==> src/hw/dsp_datapath_cfg.svh <==
`ifndef DSP_DATAPATH_CFG_SVH
`define DSP_DATAPATH_CFG_SVH

// datapath widths
`define ACC_W 32
`define WORD_W 16
`define AUX_N 8
`define PTR_W 3
`define SHIFT_W 3
`define RPT_W 8
`define HIGH_SHIFT 16

// reset values
`define CARRY_RESET 1'b1
`define SXM_RESET 1'b0
`define PTR_RESET 3'h0

// status-1 word layout used by the load-status operation
`define ST1_CARRY_BIT 9
`define ST1_SXM_BIT 10
`define ST1_PTR_LSB 13

// axi4-lite register map
`define AXI_ADDR_W 12
`define OFF_CTRL 12'h000
`define OFF_STATUS 12'h004
`define OFF_ACC 12'h008
`define OFF_AUX_CUR 12'h00C
`define OFF_AUX_INDEX 12'h010

// control and status field positions
`define CTRL_SXM_BIT 0
`define STAT_CARRY_BIT 0
`define STAT_SXM_BIT 1
`define STAT_BUSY_BIT 2
`define STAT_PTR_LSB 4

`define RESP_OKAY 2'h0
`define RESP_SLVERR 2'h2

`endif

==> src/hw/dsp_datapath_pkg.sv <==
package dsp_datapath_pkg;
`include "dsp_datapath_cfg.svh"

  typedef logic [`WORD_W-1:0] word_t;
  typedef logic [`ACC_W-1:0] acc_t;
  typedef logic [`PTR_W-1:0] ptr_t;

  typedef enum logic [4:0] {
    OP_NOP,
    OP_LOAD_ACC,
    OP_ADD,
    OP_ADD_HIGH,
    OP_SUB,
    OP_SUB_HIGH,
    ADD_WITH_CARRY_OP,
    SUBTRACT_WITH_BORROW_OP,
    OP_AND,
    OP_OR,
    OP_XOR,
    ACC_SHIFT_LEFT_OP,
    ACC_SHIFT_RIGHT_OP,
    ACC_ROTATE_LEFT_OP,
    ACC_ROTATE_RIGHT_OP,
    SET_FLAG_OP,
    CLEAR_FLAG_OP,
    LOAD_STATUS_OP,
    OP_STORE_LO,
    OP_STORE_HI,
    OP_LOAD_AR,
    OP_LOAD_PTR,
    OP_STORE_AR
  } op_code_t;

  typedef enum logic [2:0] {SRC_MEM, SRC_IMM, SRC_PROD, SRC_ACC, SRC_AUX} src_t;

  typedef enum logic [2:0] {ADDR_NONE, ADDR_INC, ADDR_DEC, ADDR_ADD_INDEX, ADDR_SUB_INDEX} addr_mode_t;

  typedef enum logic [1:0] {COND_CARRY, COND_NO_CARRY, COND_ALWAYS} cond_t;

  typedef struct packed {
    op_code_t code;
    src_t src;
    word_t operand;
    ptr_t ar_sel;
    addr_mode_t addr_mode;
    logic [`SHIFT_W-1:0] store_shift;
    logic [`RPT_W-1:0] rpt_count;
  } op_t;

endpackage : dsp_datapath_pkg

==> src/hw/aux_reg_file.sv <==
`timescale 1ns/1ps
`include "dsp_datapath_cfg.svh"
module aux_reg_file (
  input wire logic aclk,
  input wire logic aresetn,
  input wire logic we,
  input wire dsp_datapath_pkg::ptr_t waddr,
  input wire dsp_datapath_pkg::word_t wdata,
  input wire dsp_datapath_pkg::ptr_t raddr,
  output dsp_datapath_pkg::word_t rdata,
  output dsp_datapath_pkg::word_t index_rdata
);
  import dsp_datapath_pkg::*;

  word_t mem_q [`AUX_N];
  word_t rdata_q;
  word_t index_q;

  for (genvar i = 0; i < `AUX_N; i++) begin : g_entry
    always_ff @(posedge aclk) begin
      if (!aresetn) begin
        mem_q[i] <= 16'h0000;
      end else if (we && (waddr == ptr_t'(i))) begin
        mem_q[i] <= wdata;
      end
    end
  end

  // write-first so the read registers always mirror the addressed entries
  always_ff @(posedge aclk) begin
    if (!aresetn) begin
      rdata_q <= 16'h0000;
      index_q <= 16'h0000;
    end else begin
      rdata_q <= (we && (waddr == raddr)) ? wdata : mem_q[raddr];
      index_q <= (we && (waddr == ptr_t'(0))) ? wdata : mem_q[0];
    end
  end

  assign rdata = rdata_q;
  assign index_rdata = index_q;

endmodule : aux_reg_file

==> src/hw/dsp_carry_acc_aux_datapath.sv <==
// Functional notes
// - arithmetic and single-bit shifts update carry; loads other than status load and logic don't
// - add/subtract with carry use old carry
// - high-half add only sets, subtract only clears
// - carry-set and carry-clear condition codes
// - set, clear and status load write carry
// - reset forces carry to one
// - 32-bit accumulator, stored as two halves
// - store path shifts left 0-7, accumulator unchanged
// - high store fills from low; low store zero-fills
// - single-bit shifts and rotates pass through carry
// - right shift keeps sign when sign-extend mode
// - left shift always inserts zero at bit 0
// - repeat reissues shift for multi-bit shifts
// - eight aux registers chosen by 3-bit pointer
// - aux and pointer loaded from many sources
// - address unit steps by one or index
`timescale 1ns/1ps
`include "dsp_datapath_cfg.svh"
module dsp_carry_acc_aux_datapath (
  input wire logic aclk,
  input wire logic aresetn,
  input wire logic op_valid,
  output logic op_ready,
  input wire dsp_datapath_pkg::op_t op,
  input wire dsp_datapath_pkg::word_t mem_rdata,
  input wire dsp_datapath_pkg::acc_t product_reg,
  input wire dsp_datapath_pkg::cond_t cond_sel,
  output logic cond_true,
  output dsp_datapath_pkg::word_t dmem_addr,
  output logic store_valid,
  output dsp_datapath_pkg::word_t store_data,
  output dsp_datapath_pkg::acc_t accumulator_reg,
  output logic carry,
  input wire logic [`AXI_ADDR_W-1:0] awaddr,
  input wire logic awvalid,
  output logic awready,
  input wire logic [31:0] wdata,
  input wire logic [3:0] wstrb,
  input wire logic wvalid,
  output logic wready,
  output logic [1:0] bresp,
  output logic bvalid,
  input wire logic bready,
  input wire logic [`AXI_ADDR_W-1:0] araddr,
  input wire logic arvalid,
  output logic arready,
  output logic [31:0] rdata,
  output logic [1:0] rresp,
  output logic rvalid,
  input wire logic rready
);
  import dsp_datapath_pkg::*;

  localparam logic [`RPT_W-1:0] RPT_ONE = 8'h01;
  localparam word_t STEP_ONE = 16'h0001;

  acc_t acc_q, acc_d;
  logic carry_q, carry_d;
  logic sxm_q, sxm_d;
  ptr_t ptr_q, ptr_d;
  logic busy_q;
  logic busy_d;
  logic [`RPT_W-1:0] rpt_cnt_q, rpt_cnt_d;
  op_t op_q;
  op_t x;
  op_code_t code;
  logic store_valid_q, store_valid_d;
  word_t store_data_q, store_data_d;

  // repeat sequencer: the held operation is reissued until the count runs out
  wire accept = op_valid & ~busy_q;
  wire exec_valid = accept | busy_q;
  assign op_ready = ~busy_q;
  assign x = busy_q ? op_q : op;
  assign code = exec_valid ? x.code : OP_NOP;
  assign busy_d = accept ? (op.rpt_count != '0) : (busy_q & (rpt_cnt_q != RPT_ONE));
  assign rpt_cnt_d = accept ? op.rpt_count : (busy_q ? rpt_cnt_q - RPT_ONE : rpt_cnt_q);

  // operand selection
  word_t aux_cur, aux_index, src_word;
  acc_t ext_word, low_opnd, high_opnd, b_opnd, b_eff;
  assign src_word = (x.src == SRC_MEM) ? mem_rdata :
                    (x.src == SRC_IMM) ? x.operand :
                    (x.src == SRC_PROD) ? product_reg[15:0] :
                    (x.src == SRC_ACC) ? acc_q[15:0] : aux_cur;
  assign ext_word = sxm_q ? {{16{src_word[15]}}, src_word} : {16'h0000, src_word};
  assign low_opnd = (x.src == SRC_PROD) ? product_reg : ext_word;
  assign high_opnd = acc_t'({src_word, 16'h0000});

  wire high_op = (code == OP_ADD_HIGH) | (code == OP_SUB_HIGH);
  wire sub_op = (code == OP_SUB) | (code == OP_SUB_HIGH) | (code == SUBTRACT_WITH_BORROW_OP);
  wire chain_op = (code == ADD_WITH_CARRY_OP) | (code == SUBTRACT_WITH_BORROW_OP);
  assign b_opnd = high_op ? high_opnd : low_opnd;
  assign b_eff = sub_op ? ~b_opnd : b_opnd;
  wire cin = chain_op ? carry_q : ((code == OP_SUB) | (code == OP_SUB_HIGH));
  logic [32:0] sum;
  assign sum = {1'b0, acc_q} + {1'b0, b_eff} + {32'h0000_0000, cin};
  wire cout = sum[32];

  // store path shifter, accumulator itself untouched
  acc_t acc_shl;
  word_t lo_shl;
  assign acc_shl = acc_q << x.store_shift;
  assign lo_shl = acc_q[15:0] << x.store_shift;

  // auxiliary address unit
  word_t step, aux_mod;
  wire step_up = (x.addr_mode == ADDR_INC) | (x.addr_mode == ADDR_ADD_INDEX);
  wire load_ar = (code == OP_LOAD_AR);
  // index by one or index register
  assign step = ((x.addr_mode == ADDR_INC) | (x.addr_mode == ADDR_DEC)) ? STEP_ONE : aux_index;
  assign aux_mod = step_up ? aux_cur + step : aux_cur - step;
  wire modify = exec_valid & (x.addr_mode != ADDR_NONE) & ~load_ar;
  wire aux_we = load_ar | modify;
  wire ptr_t aux_waddr = load_ar ? x.ar_sel : ptr_q;
  wire word_t aux_wdata = load_ar ? src_word : aux_mod;

  // axi write side holding registers
  logic aw_have_q, w_have_q;
  logic [`AXI_ADDR_W-1:0] aw_addr_q;
  logic [31:0] w_data_q;
  logic [3:0] w_strb_q;
  logic bvalid_q;
  logic [1:0] bresp_q;
  wire wr_go = aw_have_q & w_have_q & ~bvalid_q;
  wire wr_ctrl = wr_go & (aw_addr_q == `OFF_CTRL);
  wire ctrl_wr = wr_ctrl & w_strb_q[0];

  // next-state of the datapath
  always_comb begin
    acc_d = acc_q;
    carry_d = carry_q;
    sxm_d = ctrl_wr ? w_data_q[`CTRL_SXM_BIT] : sxm_q;
    ptr_d = ptr_q;
    store_valid_d = 1'b0;
    store_data_d = store_data_q;
    unique case (code)
      OP_LOAD_ACC: acc_d = low_opnd;
      OP_ADD, OP_SUB, ADD_WITH_CARRY_OP, SUBTRACT_WITH_BORROW_OP: begin
        acc_d = sum[31:0];
        carry_d = cout;
      end
      OP_ADD_HIGH: begin
        acc_d = sum[31:0];
        carry_d = carry_q | cout;
      end
      OP_SUB_HIGH: begin
        acc_d = sum[31:0];
        carry_d = carry_q & cout;
      end
      OP_AND: acc_d = acc_q & ext_word;
      OP_OR: acc_d = acc_q | ext_word;
      OP_XOR: acc_d = acc_q ^ ext_word;
      ACC_SHIFT_LEFT_OP: begin
        acc_d = {acc_q[30:0], 1'b0};
        carry_d = acc_q[31];
      end
      ACC_SHIFT_RIGHT_OP: begin
        acc_d = {sxm_q & acc_q[31], acc_q[31:1]};
        carry_d = acc_q[0];
      end
      ACC_ROTATE_LEFT_OP: begin
        acc_d = {acc_q[30:0], carry_q};
        carry_d = acc_q[31];
      end
      ACC_ROTATE_RIGHT_OP: begin
        acc_d = {carry_q, acc_q[31:1]};
        carry_d = acc_q[0];
      end
      SET_FLAG_OP: carry_d = 1'b1;
      CLEAR_FLAG_OP: carry_d = 1'b0;
      LOAD_STATUS_OP: begin
        carry_d = src_word[`ST1_CARRY_BIT];
        sxm_d = src_word[`ST1_SXM_BIT];
        ptr_d = src_word[`ST1_PTR_LSB +: `PTR_W];
      end
      OP_STORE_LO: begin
        store_valid_d = 1'b1;
        store_data_d = lo_shl;
      end
      OP_STORE_HI: begin
        store_valid_d = 1'b1;
        store_data_d = acc_shl[31:16];
      end
      OP_LOAD_PTR: ptr_d = src_word[`PTR_W-1:0];
      OP_STORE_AR: begin
        store_valid_d = 1'b1;
        store_data_d = aux_cur;
      end
      OP_NOP, OP_LOAD_AR: begin
      end
      default: begin
      end
    endcase
  end

  always_ff @(posedge aclk) begin
    if (!aresetn) begin
      acc_q <= 32'h0000_0000;
      carry_q <= `CARRY_RESET;
      sxm_q <= `SXM_RESET;
      ptr_q <= `PTR_RESET;
    end else begin
      acc_q <= acc_d;
      carry_q <= carry_d;
      sxm_q <= sxm_d;
      ptr_q <= ptr_d;
    end
  end

  always_ff @(posedge aclk) begin
    if (!aresetn) begin
      busy_q <= 1'b0;
      rpt_cnt_q <= 8'h00;
      op_q <= '0;
      store_valid_q <= 1'b0;
      store_data_q <= 16'h0000;
    end else begin
      busy_q <= busy_d;
      rpt_cnt_q <= rpt_cnt_d;
      if (accept) begin
        op_q <= op;
      end
      store_valid_q <= store_valid_d;
      store_data_q <= store_data_d;
    end
  end

  aux_reg_file u_aux (
    .aclk(aclk),
    .aresetn(aresetn),
    .we(aux_we),
    .waddr(aux_waddr),
    .wdata(aux_wdata),
    .raddr(ptr_d),
    .rdata(aux_cur),
    .index_rdata(aux_index)
  );

  assign cond_true = (cond_sel == COND_ALWAYS) |
                     ((cond_sel == COND_CARRY) & carry_q) |
                     ((cond_sel == COND_NO_CARRY) & ~carry_q);
  assign dmem_addr = aux_cur;
  assign store_valid = store_valid_q;
  assign store_data = store_data_q;
  assign accumulator_reg = acc_q;
  assign carry = carry_q;

  // axi4-lite write channel
  assign awready = ~aw_have_q;
  assign wready = ~w_have_q;
  assign bvalid = bvalid_q;
  assign bresp = bresp_q;

  always_ff @(posedge aclk) begin
    if (!aresetn) begin
      aw_have_q <= 1'b0;
      aw_addr_q <= 12'h000;
    end else if (awvalid && !aw_have_q) begin
      aw_have_q <= 1'b1;
      aw_addr_q <= awaddr;
    end else if (wr_go) begin
      aw_have_q <= 1'b0;
    end
  end

  always_ff @(posedge aclk) begin
    if (!aresetn) begin
      w_have_q <= 1'b0;
      w_data_q <= 32'h0000_0000;
      w_strb_q <= 4'h0;
    end else if (wvalid && !w_have_q) begin
      w_have_q <= 1'b1;
      w_data_q <= wdata;
      w_strb_q <= wstrb;
    end else if (wr_go) begin
      w_have_q <= 1'b0;
    end
  end

  always_ff @(posedge aclk) begin
    if (!aresetn) begin
      bvalid_q <= 1'b0;
      bresp_q <= `RESP_OKAY;
    end else if (wr_go) begin
      bvalid_q <= 1'b1;
      bresp_q <= wr_ctrl ? `RESP_OKAY : `RESP_SLVERR;
    end else if (bready) begin
      bvalid_q <= 1'b0;
    end
  end

  // axi4-lite read channel
  logic [31:0] status_word, ctrl_word, rd_word;
  always_comb begin
    status_word = 32'h0000_0000;
    status_word[`STAT_CARRY_BIT] = carry_q;
    status_word[`STAT_SXM_BIT] = sxm_q;
    status_word[`STAT_BUSY_BIT] = busy_q;
    status_word[`STAT_PTR_LSB +: `PTR_W] = ptr_q;
    ctrl_word = 32'h0000_0000;
    ctrl_word[`CTRL_SXM_BIT] = sxm_q;
  end
  wire rd_hit = (araddr == `OFF_CTRL) | (araddr == `OFF_STATUS) | (araddr == `OFF_ACC) |
                (araddr == `OFF_AUX_CUR) | (araddr == `OFF_AUX_INDEX);
  assign rd_word = (araddr == `OFF_CTRL) ? ctrl_word :
                   (araddr == `OFF_STATUS) ? status_word :
                   (araddr == `OFF_ACC) ? acc_q :
                   (araddr == `OFF_AUX_CUR) ? {16'h0000, aux_cur} :
                   (araddr == `OFF_AUX_INDEX) ? {16'h0000, aux_index} : 32'h0000_0000;

  logic rvalid_q;
  logic [31:0] rdata_q;
  logic [1:0] rresp_q;
  assign arready = ~rvalid_q;
  assign rvalid = rvalid_q;
  assign rdata = rdata_q;
  assign rresp = rresp_q;

  always_ff @(posedge aclk) begin
    if (!aresetn) begin
      rvalid_q <= 1'b0;
      rdata_q <= 32'h0000_0000;
      rresp_q <= `RESP_OKAY;
    end else if (arvalid && !rvalid_q) begin
      rvalid_q <= 1'b1;
      rdata_q <= rd_word;
      rresp_q <= rd_hit ? `RESP_OKAY : `RESP_SLVERR;
    end else if (rready) begin
      rvalid_q <= 1'b0;
    end
  end

endmodule : dsp_carry_acc_aux_datapath

==> config.mk <==
export PLATFORM = sky130hd
export DESIGN_NAME = dsp_carry_acc_aux_datapath
export DESIGN_NICKNAME = d
export VERILOG_FILES = /design/src/hw/dsp_datapath_pkg.sv /design/src/hw/aux_reg_file.sv /design/src/hw/dsp_carry_acc_aux_datapath.sv
export VERILOG_INCLUDE_DIRS = /design/src /design/src/hw
export SDC_FILE = /design/constraint.sdc
export NUM_CORES = 1
export LEC_CHECK = 0
export BUFFER_PORTS_ARGS = -buffer_cell sky130_fd_sc_hd__buf_4
export CAP_MARGIN = 15
export CORE_MARGIN = 2
export CORE_UTILIZATION = 45
export CTS_CLUSTER_SIZE = 25
export DETAILED_ROUTE_END_ITERATION = 6
export GPL_TIMING_DRIVEN = 0
export HOLD_SLACK_MARGIN = 0.03
export PLACE_DENSITY = 0.66
export SETUP_SLACK_MARGIN = 0.5
export SLEW_MARGIN = 10
export SYNTH_ARGS = -nofsm -noshare
export SYNTH_HDL_FRONTEND = slang
export SYNTH_HIERARCHICAL = 1
export SYNTH_SLANG_ARGS = --single-unit
==> constraint.sdc <==
create_clock -name aclk -period 13.7 [get_ports aclk]
set_input_delay 0 -clock aclk [delete_from_list [all_inputs] [get_ports aclk]]
set_output_delay 0 -clock aclk [all_outputs]
set_load 0.05 [all_outputs]
# == Word level (Yosys, flattened, before mapping) ==
# Memories as Yosys holds them, arrays and structs flattened. A register that Yosys moved wholly into a read port is not among the register bits.
# Cells that the tools add are included.
# word_totals
register_bits,174
latchBits,0
ramBits,128
rom_bits,0
in_bits,159
memories,1
# memory_table
name,depth,width,rd,rd_clocked_by_memory_dff,write_ports,line_no,text
u_aux.mem_q,8,16,2,1,8,aux_reg_file.sv:15,word_t mem_q [`AUX_N];
# op_classes
n_addsub,5
multipliers,0
n_div,0
magnitude_cmp,0
n_eq_ne,43
n_shift,2
muxes,73
bitwise,46
reduce_logical,37
# op_table
operator,count
16-bit 2-to-1 mux,18
32-bit one-hot mux with 9 select lines,1
32-bit 2-to-1 mux,7
16-bit one-hot mux with 3 select lines,1
41-bit 2-to-1 mux,1
"5-bit by 4-bit == test with 1-bit output, second input constant",8
1-bit 2-to-1 mux,37
"5-bit == test, second input constant",7
32-bit by 32-bit adder with 33-bit output,1
33-bit by 1-bit adder with 33-bit output,1
32-bit AND,1
32-bit inverter,1
32-bit bitwise OR,1
32-bit by 3-bit << shifter with 32-bit output,1
32-bit bitwise XOR,1
"12-bit by 4-bit == test with 1-bit output, second input constant",2
12-bit logical NOT,2
1-bit bitwise OR,23
"5-bit by 3-bit == test with 1-bit output, second input constant",4
"3-bit by 2-bit == test with 1-bit output, second input constant",6
16-bit adder,1
8-bit 2-to-1 mux,2
8-bit nonzero test,2
16-bit by 3-bit << shifter with 16-bit output,1
other kinds (30),76

# == Depth between registers and ports, before layout ==
# Gate-level depths: netlist of the first run.
# depth
depth_word,15
depth_mapped,26

# == Hierarchy ==
# The synthesis of the first run kept the hierarchy.
# by_module_without_submodules
module,instances,cells_each,area_per_inst_um2
dsp_carry_acc_aux_datapath,1,1875,13989.7
aux_reg_file,1,475,6764.0

# == Worst setup path before layout of the first run ==
# OpenSTA, ideal clock, no wires.
# synth_timing
kind,reg-to-reg
startpoint,reg busy_q
endpoint,mem u_aux/mem_q[1][15] (netlist name) (data pin)
t_arrival_ns,4.708
t_required_ns,13.445
path_slack_ns,8.738
path_stages_with_launch,24
path_cell_list,dfxtp_1 buf_6 buf_6 buf_6 nor2_1 a32oi_1 clkbuf_1 clkbuf_1 nand2_1 inv_1 ha_1 nor2_1 nor2_1 nor2_1 ha_1 o21a_1 o21a_1 a2111oi_0 o31ai_1 or4_1 a31oi_1 xnor2_1 o21ai_1 and2_1
# synth_rtl
item,line_no,text
from (decl),dsp_carry_acc_aux_datapath.sv:62,logic busy_q;
from (signal assigned),dsp_carry_acc_aux_datapath.sv:220,busy_q <= busy_d;
to (decl),aux_reg_file.sv:15,

# == Worst setup path after layout of the first run ==
# layout_timing
startpoint,reg busy_q
endpoint,reg u_aux.rdata_q[15] (netlist: u_aux/rdata[15])
# layout_rtl
item,line_no,text
41-bit 2-to-1 mux,dsp_carry_acc_aux_datapath.sv:75,assign x = busy_q ? op_q : op;
"3-bit by 1-bit == test with 1-bit output, or another cell as far along","dsp_carry_acc_aux_datapath.sv:109, dsp_carry_acc_aux_datapath.sv:112",
1-bit bitwise OR or 16-bit 2-to-1 mux (tied branches),"dsp_carry_acc_aux_datapath.sv:112, dsp_carry_acc_aux_datapath.sv:86",
"16-bit 2-to-1 mux, on equally long branches","dsp_carry_acc_aux_datapath.sv:112, dsp_carry_acc_aux_datapath.sv:85",
"16-bit subtractor, or another cell as far along",dsp_carry_acc_aux_datapath.sv:113,assign aux_mod = step_up ? aux_cur + step : aux_cur - step;
"16-bit 2-to-1 mux, on equally long branches","dsp_carry_acc_aux_datapath.sv:113, dsp_carry_acc_aux_datapath.sv:83",
16-bit 2-to-1 mux *,dsp_carry_acc_aux_datapath.sv:117,wire word_t aux_wdata = load_ar ? src_word : aux_mod;
named net aux_wdata[15],dsp_carry_acc_aux_datapath.sv:117,
16-bit 2-to-1 mux *,aux_reg_file.sv:35,rdata_q <= (we && (waddr == raddr)) ? wdata : mem_q[raddr];
to (signal assigned),aux_reg_file.sv:35,
to (decl),aux_reg_file.sv:16,word_t rdata_q;
# The timed path passes the listed nets; every way through them passes the cells marked *.
# A chain may end at the register's enable or synchronous reset.

==> PnR_summary.wiki, run 1 <==
{| class="wikitable"
! Metric !! Value
|-
| Power, Total || roughly 4.4 mW
|-
| Hold Path End || rdata[1]
|-
| H-tree Lvls || 2
|-
| Yosys synthesis warning count || 6
|-
| Area inside the core boundary || between 40,000 and 50,000 um2
|-
| Upper clock frequency limit || approximately 0.13 GHz
|-
| Fin area || around 25,000 um2
|-
| Post-detail-place hpwl || roughly 69 mm
|-
| Setup CP Type || flip-flop to flip-flop
|-
| Minimum clock period after layout || 7.585 ns
|-
| Post-synth EDFFs || ~110
|-
| Port Buffers || ~230
|-
| Layout overhead on the synthesized area || 22.52%
|-
| Die height || 218.8 um
|-
| Maximum buffer depth of the clock tree || 3
|-
| CTS sink count || between 300 and 400
|-
| Worst path max stage delay || 0.75 ns
|-
| Series of cell instances along the critical path || buf_6, buf_6, buf_6, nor2_1, a32oi_1, clkbuf_1, clkbuf_1, nand2_1, inv_1, ha_1, nor2_1, nor2_1, nor2_1, ha_1, o21a_1, o21a_1, a2111oi_0, o31ai_1, or4_1, a31oi_1, xnor2_1, o21ai_1, o21ai_0, a21oi_1
|-
| Die area || roughly 48,000 um2
|-
| Floorplan die width || 218.8 um
|-
| Number of maximum-capacitance violations || 0
|-
| Initial antenna violation count || 2
|-
| Share of async-settable or async-resettable flops after synthesis || 0
|-
| Number of endpoints failing setup at the final stage || 0
|-
| Number of nets in the layout || 2,992
|-
| Violations in the final reports || DRC
|-
| Req. time, crit path || ~14 ns
|-
| Number of distinct library cells after synthesis || 94
|-
| Setup fix buffers added after clock tree synthesis || 0
|-
| Max stage delay cell, worst path || sky130_fd_sc_hd__a32oi_1
|-
| Maximum number of pins on one net before global-route repair || 20
|-
| Most repeated library cell on the critical path || sky130_fd_sc_hd__nor2_1
|-
| Hold bufs inserted after CTS || roughly 90
|-
| Arr. time, crit path || 8.09 ns
|-
| Total vias in the final route || between 20,000 and 25,000
|-
| Post-DP Area || approximately 23,000 um2
|-
| # diodes || 0
|-
| DRC violation count after routing || 13
|-
| Clock insertion delay at the later pin of the skew report || about 0.59 ns
|-
| Final Worst Setup Slack || between 6 and 7 ns
|-
| Starting Density || 0.4563
|-
| Worst slew pin tran || 1.458 ns
|-
| Wire length of the first global-routing pass || 130.8 mm
|-
| WL/cell || between 20 and 30 um
|-
| Resized Gates After CTS || 0
|-
| Mean Syn Cell Area || 8.831 um2
|-
| Max FFs per register || 128
|-
| Worst hold start || arvalid
|-
| Num rows || between 70 and 80
|-
| Worst-path maximum fanout || 10
|-
| Routability cong. || about 1.0
|-
| Final Hold Slack || ~0.06 ns
|-
| Top Registers || u_aux/mem_q: 128 flops, op_q: 33 flops
|-
| Final wirelength || 90.29 mm
|-
| Setup Skew || approximately 0.052 ns
|-
| Aggregate global routing overflow || 0
|-
| Flops & latches, synth || about 310
|-
| Share of final-layout standard cells stronger than drive strength 1 || 0.1607
|-
| Clock-pin slew reported for the worst setup and hold paths after clock tree synthesis || ~0.06 ns
|-
| Worst hold path stage count || 5
|-
| Primary FF master, synth || sky130_fd_sc_hd__dfxtp_1
|-
| Type of the worst min-delay path || input port to flip-flop
|-
| Number of instances in the synthesized netlist || approximately 2,400
|-
| Max-slew violation total from the final report || 0
|-
| Power density cells || approximately 170 nW/um2
|-
| Global-route usage over all layers || 0.3681
|-
| Max-slew headroom || 0.02807
|-
| Post-route antenna net violation count || 0
|-
| Area of the mapped netlist || between 20,000 and 25,000 um2
|-
| Number of buffers created by CTS || 36
|-
| Setup tns final || 0 ns
|-
| Count of boundary I/O pins || about 270
|-
| Clk Tree Root Cell || sky130_fd_sc_hd__clkbuf_16
|-
| Count of endpoints failing hold in the final timing report || 0
|-
| Worst Setup End Kind || flip-flop
|-
| Final period util || 0.5536
|-
| Register area share after synthesis || 0.3511
|-
| Worst voltage drop across the vdd grid || 93.47 uV
|-
| Slack of the worst reg-to-reg path || 6.12 ns
|-
| Run status || complete, but fails checks
|-
| Number of violations reported at the end of detailed-routing iteration 0 || 2,753
|-
| Leakage Power || 10.23 nW
|-
| Number of detailed-route iterations in the first pass || 7
|-
| Reg-to-Reg End || u_aux/rdata[15]
|-
| Worst reg2reg path startpoint || busy_q
|-
| Largest register by flop count || u_aux/mem_q
|-
| Post-Place Worst Slack || around 6.3 ns
|-
| CTS tree || done
|-
| Routed vias/inst || 6.437
|-
| Number of global-route vias before repair || ~20,000
|-
| Register-to-Register Path Depth || 24
|-
| RSZ-0062 raised after global routing || false
|-
| Critical path launch point type || flip-flop
|}
## synth_stat cells, types with 20 or more instances
cell type / instances / area [um2]
sky130_fd_sc_hd__a21oi_1: 232 / 1161
sky130_fd_sc_hd__nand2_1: 209 / 784.5
sky130_fd_sc_hd__nor2_1: 198 / 743.2
sky130_fd_sc_hd__dfxtp_1: 196 / 3924
sky130_fd_sc_hd__and2_1: 128 / 800.8
sky130_fd_sc_hd__ha_1: 113 / 1414
sky130_fd_sc_hd__edfxtp_1: 112 / 3363
sky130_fd_sc_hd__mux2i_1: 106 / 1061
sky130_fd_sc_hd__o21ai_0: 105 / 525.5
sky130_fd_sc_hd__clkbuf_1: 98 / 367.9
sky130_fd_sc_hd__a22oi_1: 71 / 533.0
sky130_fd_sc_hd__inv_1: 68 / 255.2
sky130_fd_sc_hd__a211oi_1: 43 / 322.8
sky130_fd_sc_hd__buf_2: 43 / 215.2
sky130_fd_sc_hd__o22ai_1: 41 / 256.5
sky130_fd_sc_hd__xor2_1: 38 / 332.8
sky130_fd_sc_hd__xnor2_1: 37 / 324.1
sky130_fd_sc_hd__a22o_1: 36 / 315.3
sky130_fd_sc_hd__nand3_1: 34 / 170.2
sky130_fd_sc_hd__a221oi_1: 29 / 254.0
sky130_fd_sc_hd__nor3_1: 28 / 140.1
sky130_fd_sc_hd__o211ai_1: 25 / 187.7
sky130_fd_sc_hd__a222oi_1: 22 / 220.2
sky130_fd_sc_hd__nand2b_1: 21 / 131.4
sky130_fd_sc_hd__mux4_2: 20 / 450.4
sky130_fd_sc_hd__nor2b_1: 20 / 125.1
sky130_fd_sc_hd__o221ai_1: 20 / 175.2
## cell families after synthesis
group / synth area share
buf+inv: 0.05016
flops: 0.3511
fa+ha+maj: 0.07102
compound gates: 0.2484
xor+xnor: 0.03165
other cells: 0.0001807
mux: 0.08284
simple gates: 0.1646
## worst max-delay path by stage
stage	end	slack, ns	from
after global placement	u_aux/index_rdata[15]	6.18	busy_q
after detailed placement	u_aux/rdata[15]	6.29	busy_q
after CTS	u_aux/rdata[15]	6.27	busy_q
after floorplan	u_aux/mem_q[1][15]	8.74	busy_q
final	u_aux/rdata[15]	6.12	busy_q
after global routing	u_aux/rdata[15]	5.59	busy_q
## cells in the final DEF, fill, tap and decap left out, types with 22 or more instances in the layout
cell type / count
sky130_fd_sc_hd__a211oi_1: 43
sky130_fd_sc_hd__a21oi_1: 232
sky130_fd_sc_hd__a221oi_1: 29
sky130_fd_sc_hd__a222oi_1: 22
sky130_fd_sc_hd__a22o_1: 36
sky130_fd_sc_hd__a22oi_1: 71
sky130_fd_sc_hd__and2_1: 128
sky130_fd_sc_hd__buf_2: 44
sky130_fd_sc_hd__buf_4: 241
sky130_fd_sc_hd__clkbuf_1: 105
sky130_fd_sc_hd__clkbuf_16: 36
sky130_fd_sc_hd__dfxtp_1: 196
sky130_fd_sc_hd__dlygate4sd3_1: 88
sky130_fd_sc_hd__edfxtp_1: 112
sky130_fd_sc_hd__ha_1: 113
sky130_fd_sc_hd__inv_1: 68
sky130_fd_sc_hd__mux2i_1: 106
sky130_fd_sc_hd__nand2_1: 209
sky130_fd_sc_hd__nand3_1: 34
sky130_fd_sc_hd__nor2_1: 198
sky130_fd_sc_hd__nor3_1: 28
sky130_fd_sc_hd__o211ai_1: 25
sky130_fd_sc_hd__o21ai_0: 96
sky130_fd_sc_hd__o22ai_1: 41
sky130_fd_sc_hd__xnor2_1: 37
sky130_fd_sc_hd__xor2_1: 38
## cell type report
cell class	instances	area (um2)
Sequential cell	308	7287
Tap cell	600	750.7
Multi-Input combinational cell	1810	12480
Buffer	164	782.0
Fill cell	4209	20050
Timing Repair Buffer	328	2700
Inverter	69	259.0
Clock buffer	48	996.0
Clock inverter	18	173.9
## per-stage QoR
stage	util	instances
finish	0.5591	3345
global placement	0.5111	3182
detailed placement	0.5137	3189
floorplan	-	2351
CTS	0.5588	3343
global route	0.5591	3345
## report_power, final
part           switching [mW]  leakage [nW]  total (mW)  internal, mW
clock                   0.420         0.574       0.976         0.555
combinational            1.42          6.89        2.12         0.701
sequential              0.232          2.77        1.28          1.05
total                    2.07          10.2        4.38          2.31
## worst max-delay path: cells and delay by family, from the launching register on
family | cells | cell delay, ns
adders and majority gates | 2 | 0.68
DFF | 1 | 0.46
buffers and inverters | 6 | 1.51
AOI/OAI and AO/OA | 9 | 3.34
and+or+nand+nor | 6 | 1.33
xor gates and xnor gates | 1 | 0.17
## per-layer routing
layer  wire (um)  global-route usage  up-vias
met5          34                   0        -
met4        4757              0.1761        4
met3       10990             0.09130      266
met2       37630              0.5390     1460
met1       36880              0.5060    10320
li1            -                   -     9485
(Power assumes the default switching activity.)
==> inputs of run 2 (changes only) <==
PLACE_DENSITY = 0.68   (was 0.66)
clock period = 6.15 ns   (was 13.7 ns; I/O delays follow)
==> run 2 against run 1 <==
Compared with the run above: the flow still finishes with violations (DRC); first-iteration DRC count fell by 6.5%; wire length rose by 3.5%; die area unchanged; utilization up 0.94 points; fmax up 35%; register-to-register slack got worse by 5.6 ns; clock power is 130% higher; combinational power rose by 130%; cell count grew 0.15%.
==> PnR_summary.wiki, run 2 (synthesis gave the netlist of run 1 again) <==
{| class="wikitable"
! Metric !! Value
|-
| Comb pwr share || 0.491
|-
| Maximum number of pins on one net before global-route repair || 20
|-
| Share of power burned in registers || 0.288
|-
| Clk Tree Root Cell || sky130_fd_sc_hd__clkbuf_16
|-
| Worst-path maximum fanout || 10
|-
| Routed vias/inst || 6.461
|-
| Clock insertion delay at the later pin of the skew report || around 0.6 ns
|-
| Proportion of power drawn by the clock network || 0.222
|-
| Post-Place Worst Slack || -0.7241 ns
|-
| Layout overhead on the synthesized area || 24.57%
|-
| Die area || about 48,000 um2
|-
| Setup tns final || 0 ns
|-
| Switch Pwr || 4.666 mW
|-
| RSZ-0062 raised after global routing || true
|-
| Leakage Power || about 10 nW
|-
| CTS sink count || about 310
|-
| Run status || complete, but fails checks
|-
| Most common cell after layout, fill and taps aside || sky130_fd_sc_hd__buf_4
|-
| Starting Density || 0.4563
|-
| Worst path max stage delay || 0.79 ns
|-
| Most frequent cells in the layout || 248 x sky130_fd_sc_hd__buf_4, 225 x sky130_fd_sc_hd__a21oi_1, 208 x sky130_fd_sc_hd__nand2_1
|-
| Top Registers || u_aux/mem_q: 128 flops, op_q: 33 flops
|-
| Aggregate global routing overflow || 0
|-
| Register-to-Register Path Depth || 18
|-
| Upper clock frequency limit || 0.1785 GHz
|-
| Worst slew pin tran || 1.138 ns
|-
| Violations in the final reports || DRC
|-
| Minimum clock period after layout || ~5.6 ns
|-
| Post-DP Area || around 23,000 um2
|-
| Number of detailed-route iterations in the first pass || 7
|-
| CTS tree || done
|-
| Setup CP Type || flip-flop to flip-flop
|-
| Area inside the core boundary || around 45,000 um2
|-
| Largest register by flop count || u_aux/mem_q
|-
| Number of endpoints failing setup at the final stage || 0
|-
| Number of buffer and inverter instances along the worst setup path || 4
|-
| Placed cell count || about 3,200
|-
| Sw frac || 0.4676
|-
| Share of the core filled with cells in the final layout || 0.5685
|-
| Power density cells || 386.0 nW/um2
|-
| DRC violation count after routing || 2
|-
| Routability cong. || between 1 and 1.5
|-
| Number of maximum-capacitance violations || 0
|-
| Final Worst Setup Slack || approximately 0.55 ns
|-
| Number of nets in the layout || ~3,000
|-
| Max-slew violation total from the final report || 0
|-
| Arr. time, crit path || 6.08 ns
|-
| Max FFs per register || ~130
|-
| Max stage delay cell, worst path || sky130_fd_sc_hd__a21oi_1
|-
| Critical path launch point type || flip-flop
|-
| Number of buffers created by CTS || 37
|-
| Max-slew headroom || 0.2363
|-
| Final standard cell count with taps included and fillers excluded || between 3,000 and 4,000
|-
| Post-route antenna net violation count || 0
|-
| Clock-pin slew reported for the worst setup and hold paths after clock tree synthesis || roughly 0.07 ns
|-
| Number of global-route vias before repair || a little over 20,000
|-
| Wire length of the first global-routing pass || around 130 mm
|-
| Count of endpoints failing hold in the final timing report || 0
|-
| Cell internal power dissipation || between 5 and 6 mW
|-
| Series of cell instances along the critical path || buf_6, buf_6, buf_6, o31a_2, clkbuf_1, o22ai_1, a21oi_1, nand2_1, xnor2_1, ha_1, a21o_1, o21ba_2, a21bo_2, nand2_1, a41oi_4, mux2i_1, a21oi_1, a2111oi_0
|-
| Setup Skew || ~0.047 ns
|-
| Num rows || a little under 80
|-
| Cell family with the largest share of critical-path delay || compound AO/OA/AOI/OAI gates
|-
| Total vias in the final route || 21,650
|-
| Global-route usage over all layers || 0.3835
|-
| Floorplan die width || 218.8 um
|-
| Post-detail-place hpwl || 71.25 mm
|-
| Die height || 218.8 um
|-
| Number of violations reported at the end of detailed-routing iteration 0 || around 2,600
|-
| Initial antenna violation count || 1
|-
| Final period util || 0.9110
|-
| Maximum buffer depth of the clock tree || 3
|-
| Count of boundary I/O pins || between 200 and 300
|-
| # diodes || 0
|-
| Worst voltage drop across the vdd grid || approximately 260 uV
|-
| Worst hold path stage count || 5
|-
| Req. time, crit path || between 6 and 7 ns
|-
| Worst Setup End Kind || flip-flop
|-
| WL/cell || roughly 28 um
|-
| Type of the worst min-delay path || input port to flip-flop
|-
| Share of final-layout standard cells stronger than drive strength 1 || 0.1811
|-
| Stages on worst setup path || 18
|-
| Most repeated library cell on the critical path || sky130_fd_sc_hd__buf_6
|-
| Port Buffers || around 230
|-
| H-tree Lvls || 2
|-
| Fin area || ~26,000 um2
|-
| Final wirelength || 93.48 mm
|}
[run 2: layout make-up]
type,instances,area [um2]
fillers,4130,19630
plain buffers,164,804.5
flip-flops and latches,308,7288
inverters,69,259.0
clock inverters,15,190.2
well taps,600,750.7
repair buffers,333,2715
clock buffers,50,1020
multi-input cells,1811,12830
[run 2: final timing paths]
kind                startpoint  slack, ns             endpoint
hold reg to reg   aw_addr_q[2]       0.46         aw_addr_q[2]
setup / recovery        busy_q       0.55  accumulator_reg[23]
hold / removal       araddr[4]       0.09             rresp[1]
setup reg to reg        busy_q       0.55  accumulator_reg[23]
[run 2: worst register-to-register path, stage by stage (launching register included)]
cell                        delay (ns)
sky130_fd_sc_hd__dfxtp_2          0.40
sky130_fd_sc_hd__buf_6            0.17
sky130_fd_sc_hd__buf_6            0.17
sky130_fd_sc_hd__buf_6            0.18
sky130_fd_sc_hd__o31a_2           0.27
sky130_fd_sc_hd__clkbuf_1         0.64
sky130_fd_sc_hd__o22ai_1          0.18
sky130_fd_sc_hd__a21oi_1          0.79
sky130_fd_sc_hd__nand2_1          0.18
sky130_fd_sc_hd__xnor2_1          0.17
sky130_fd_sc_hd__ha_1             0.36
sky130_fd_sc_hd__a21o_1           0.21
sky130_fd_sc_hd__o21ba_2          0.29
sky130_fd_sc_hd__a21bo_2          0.17
sky130_fd_sc_hd__nand2_1          0.17
sky130_fd_sc_hd__a41oi_4          0.42
sky130_fd_sc_hd__mux2i_1          0.29
sky130_fd_sc_hd__a21oi_1          0.09
sky130_fd_sc_hd__a2111oi_0        0.37
[run 2: metal layers]
layer / up-vias / routed length [um] / track usage
met4: 0 / 5921 / 0.2104
met2: 1345 / 41330 / 0.6025
li1: 9490 / - / -
met1: 10500 / 36770 / 0.4914
met5: - / 0 / 0
met3: 312 / 9455 / 0.08128
[run 2: metrics by stage]
stage	total power, mW	hold WS (ns)
after global routing	10.42	0.1063
after global placement	7.185	0.1876
after CTS	9.632	0.04464
final	9.980	0.09038
after detailed placement	7.253	0.1953
after floorplan	5.558	0.09902
[run 2: timing repair]
action                                 in CTS  in global routing
setup buffers                               1                  5
gates resized for setup                    35                 43
hold buffers                               84                  0
endpoints found under the hold margin      81                  0
pin swaps                                   2                  9
setup endpoints to repair                  98                 66
cloned                                      1                  0
[run 2: power groups by stage]
stage,combinational [mW],clock (mW),sequential [mW]
after floorplan,2.64,0,2.92
after global placement,4.31,0,2.87
after detailed placement,4.38,0,2.88
after CTS,4.56,2.24,2.83
after global routing,5.24,2.32,2.86
final,4.90,2.21,2.87
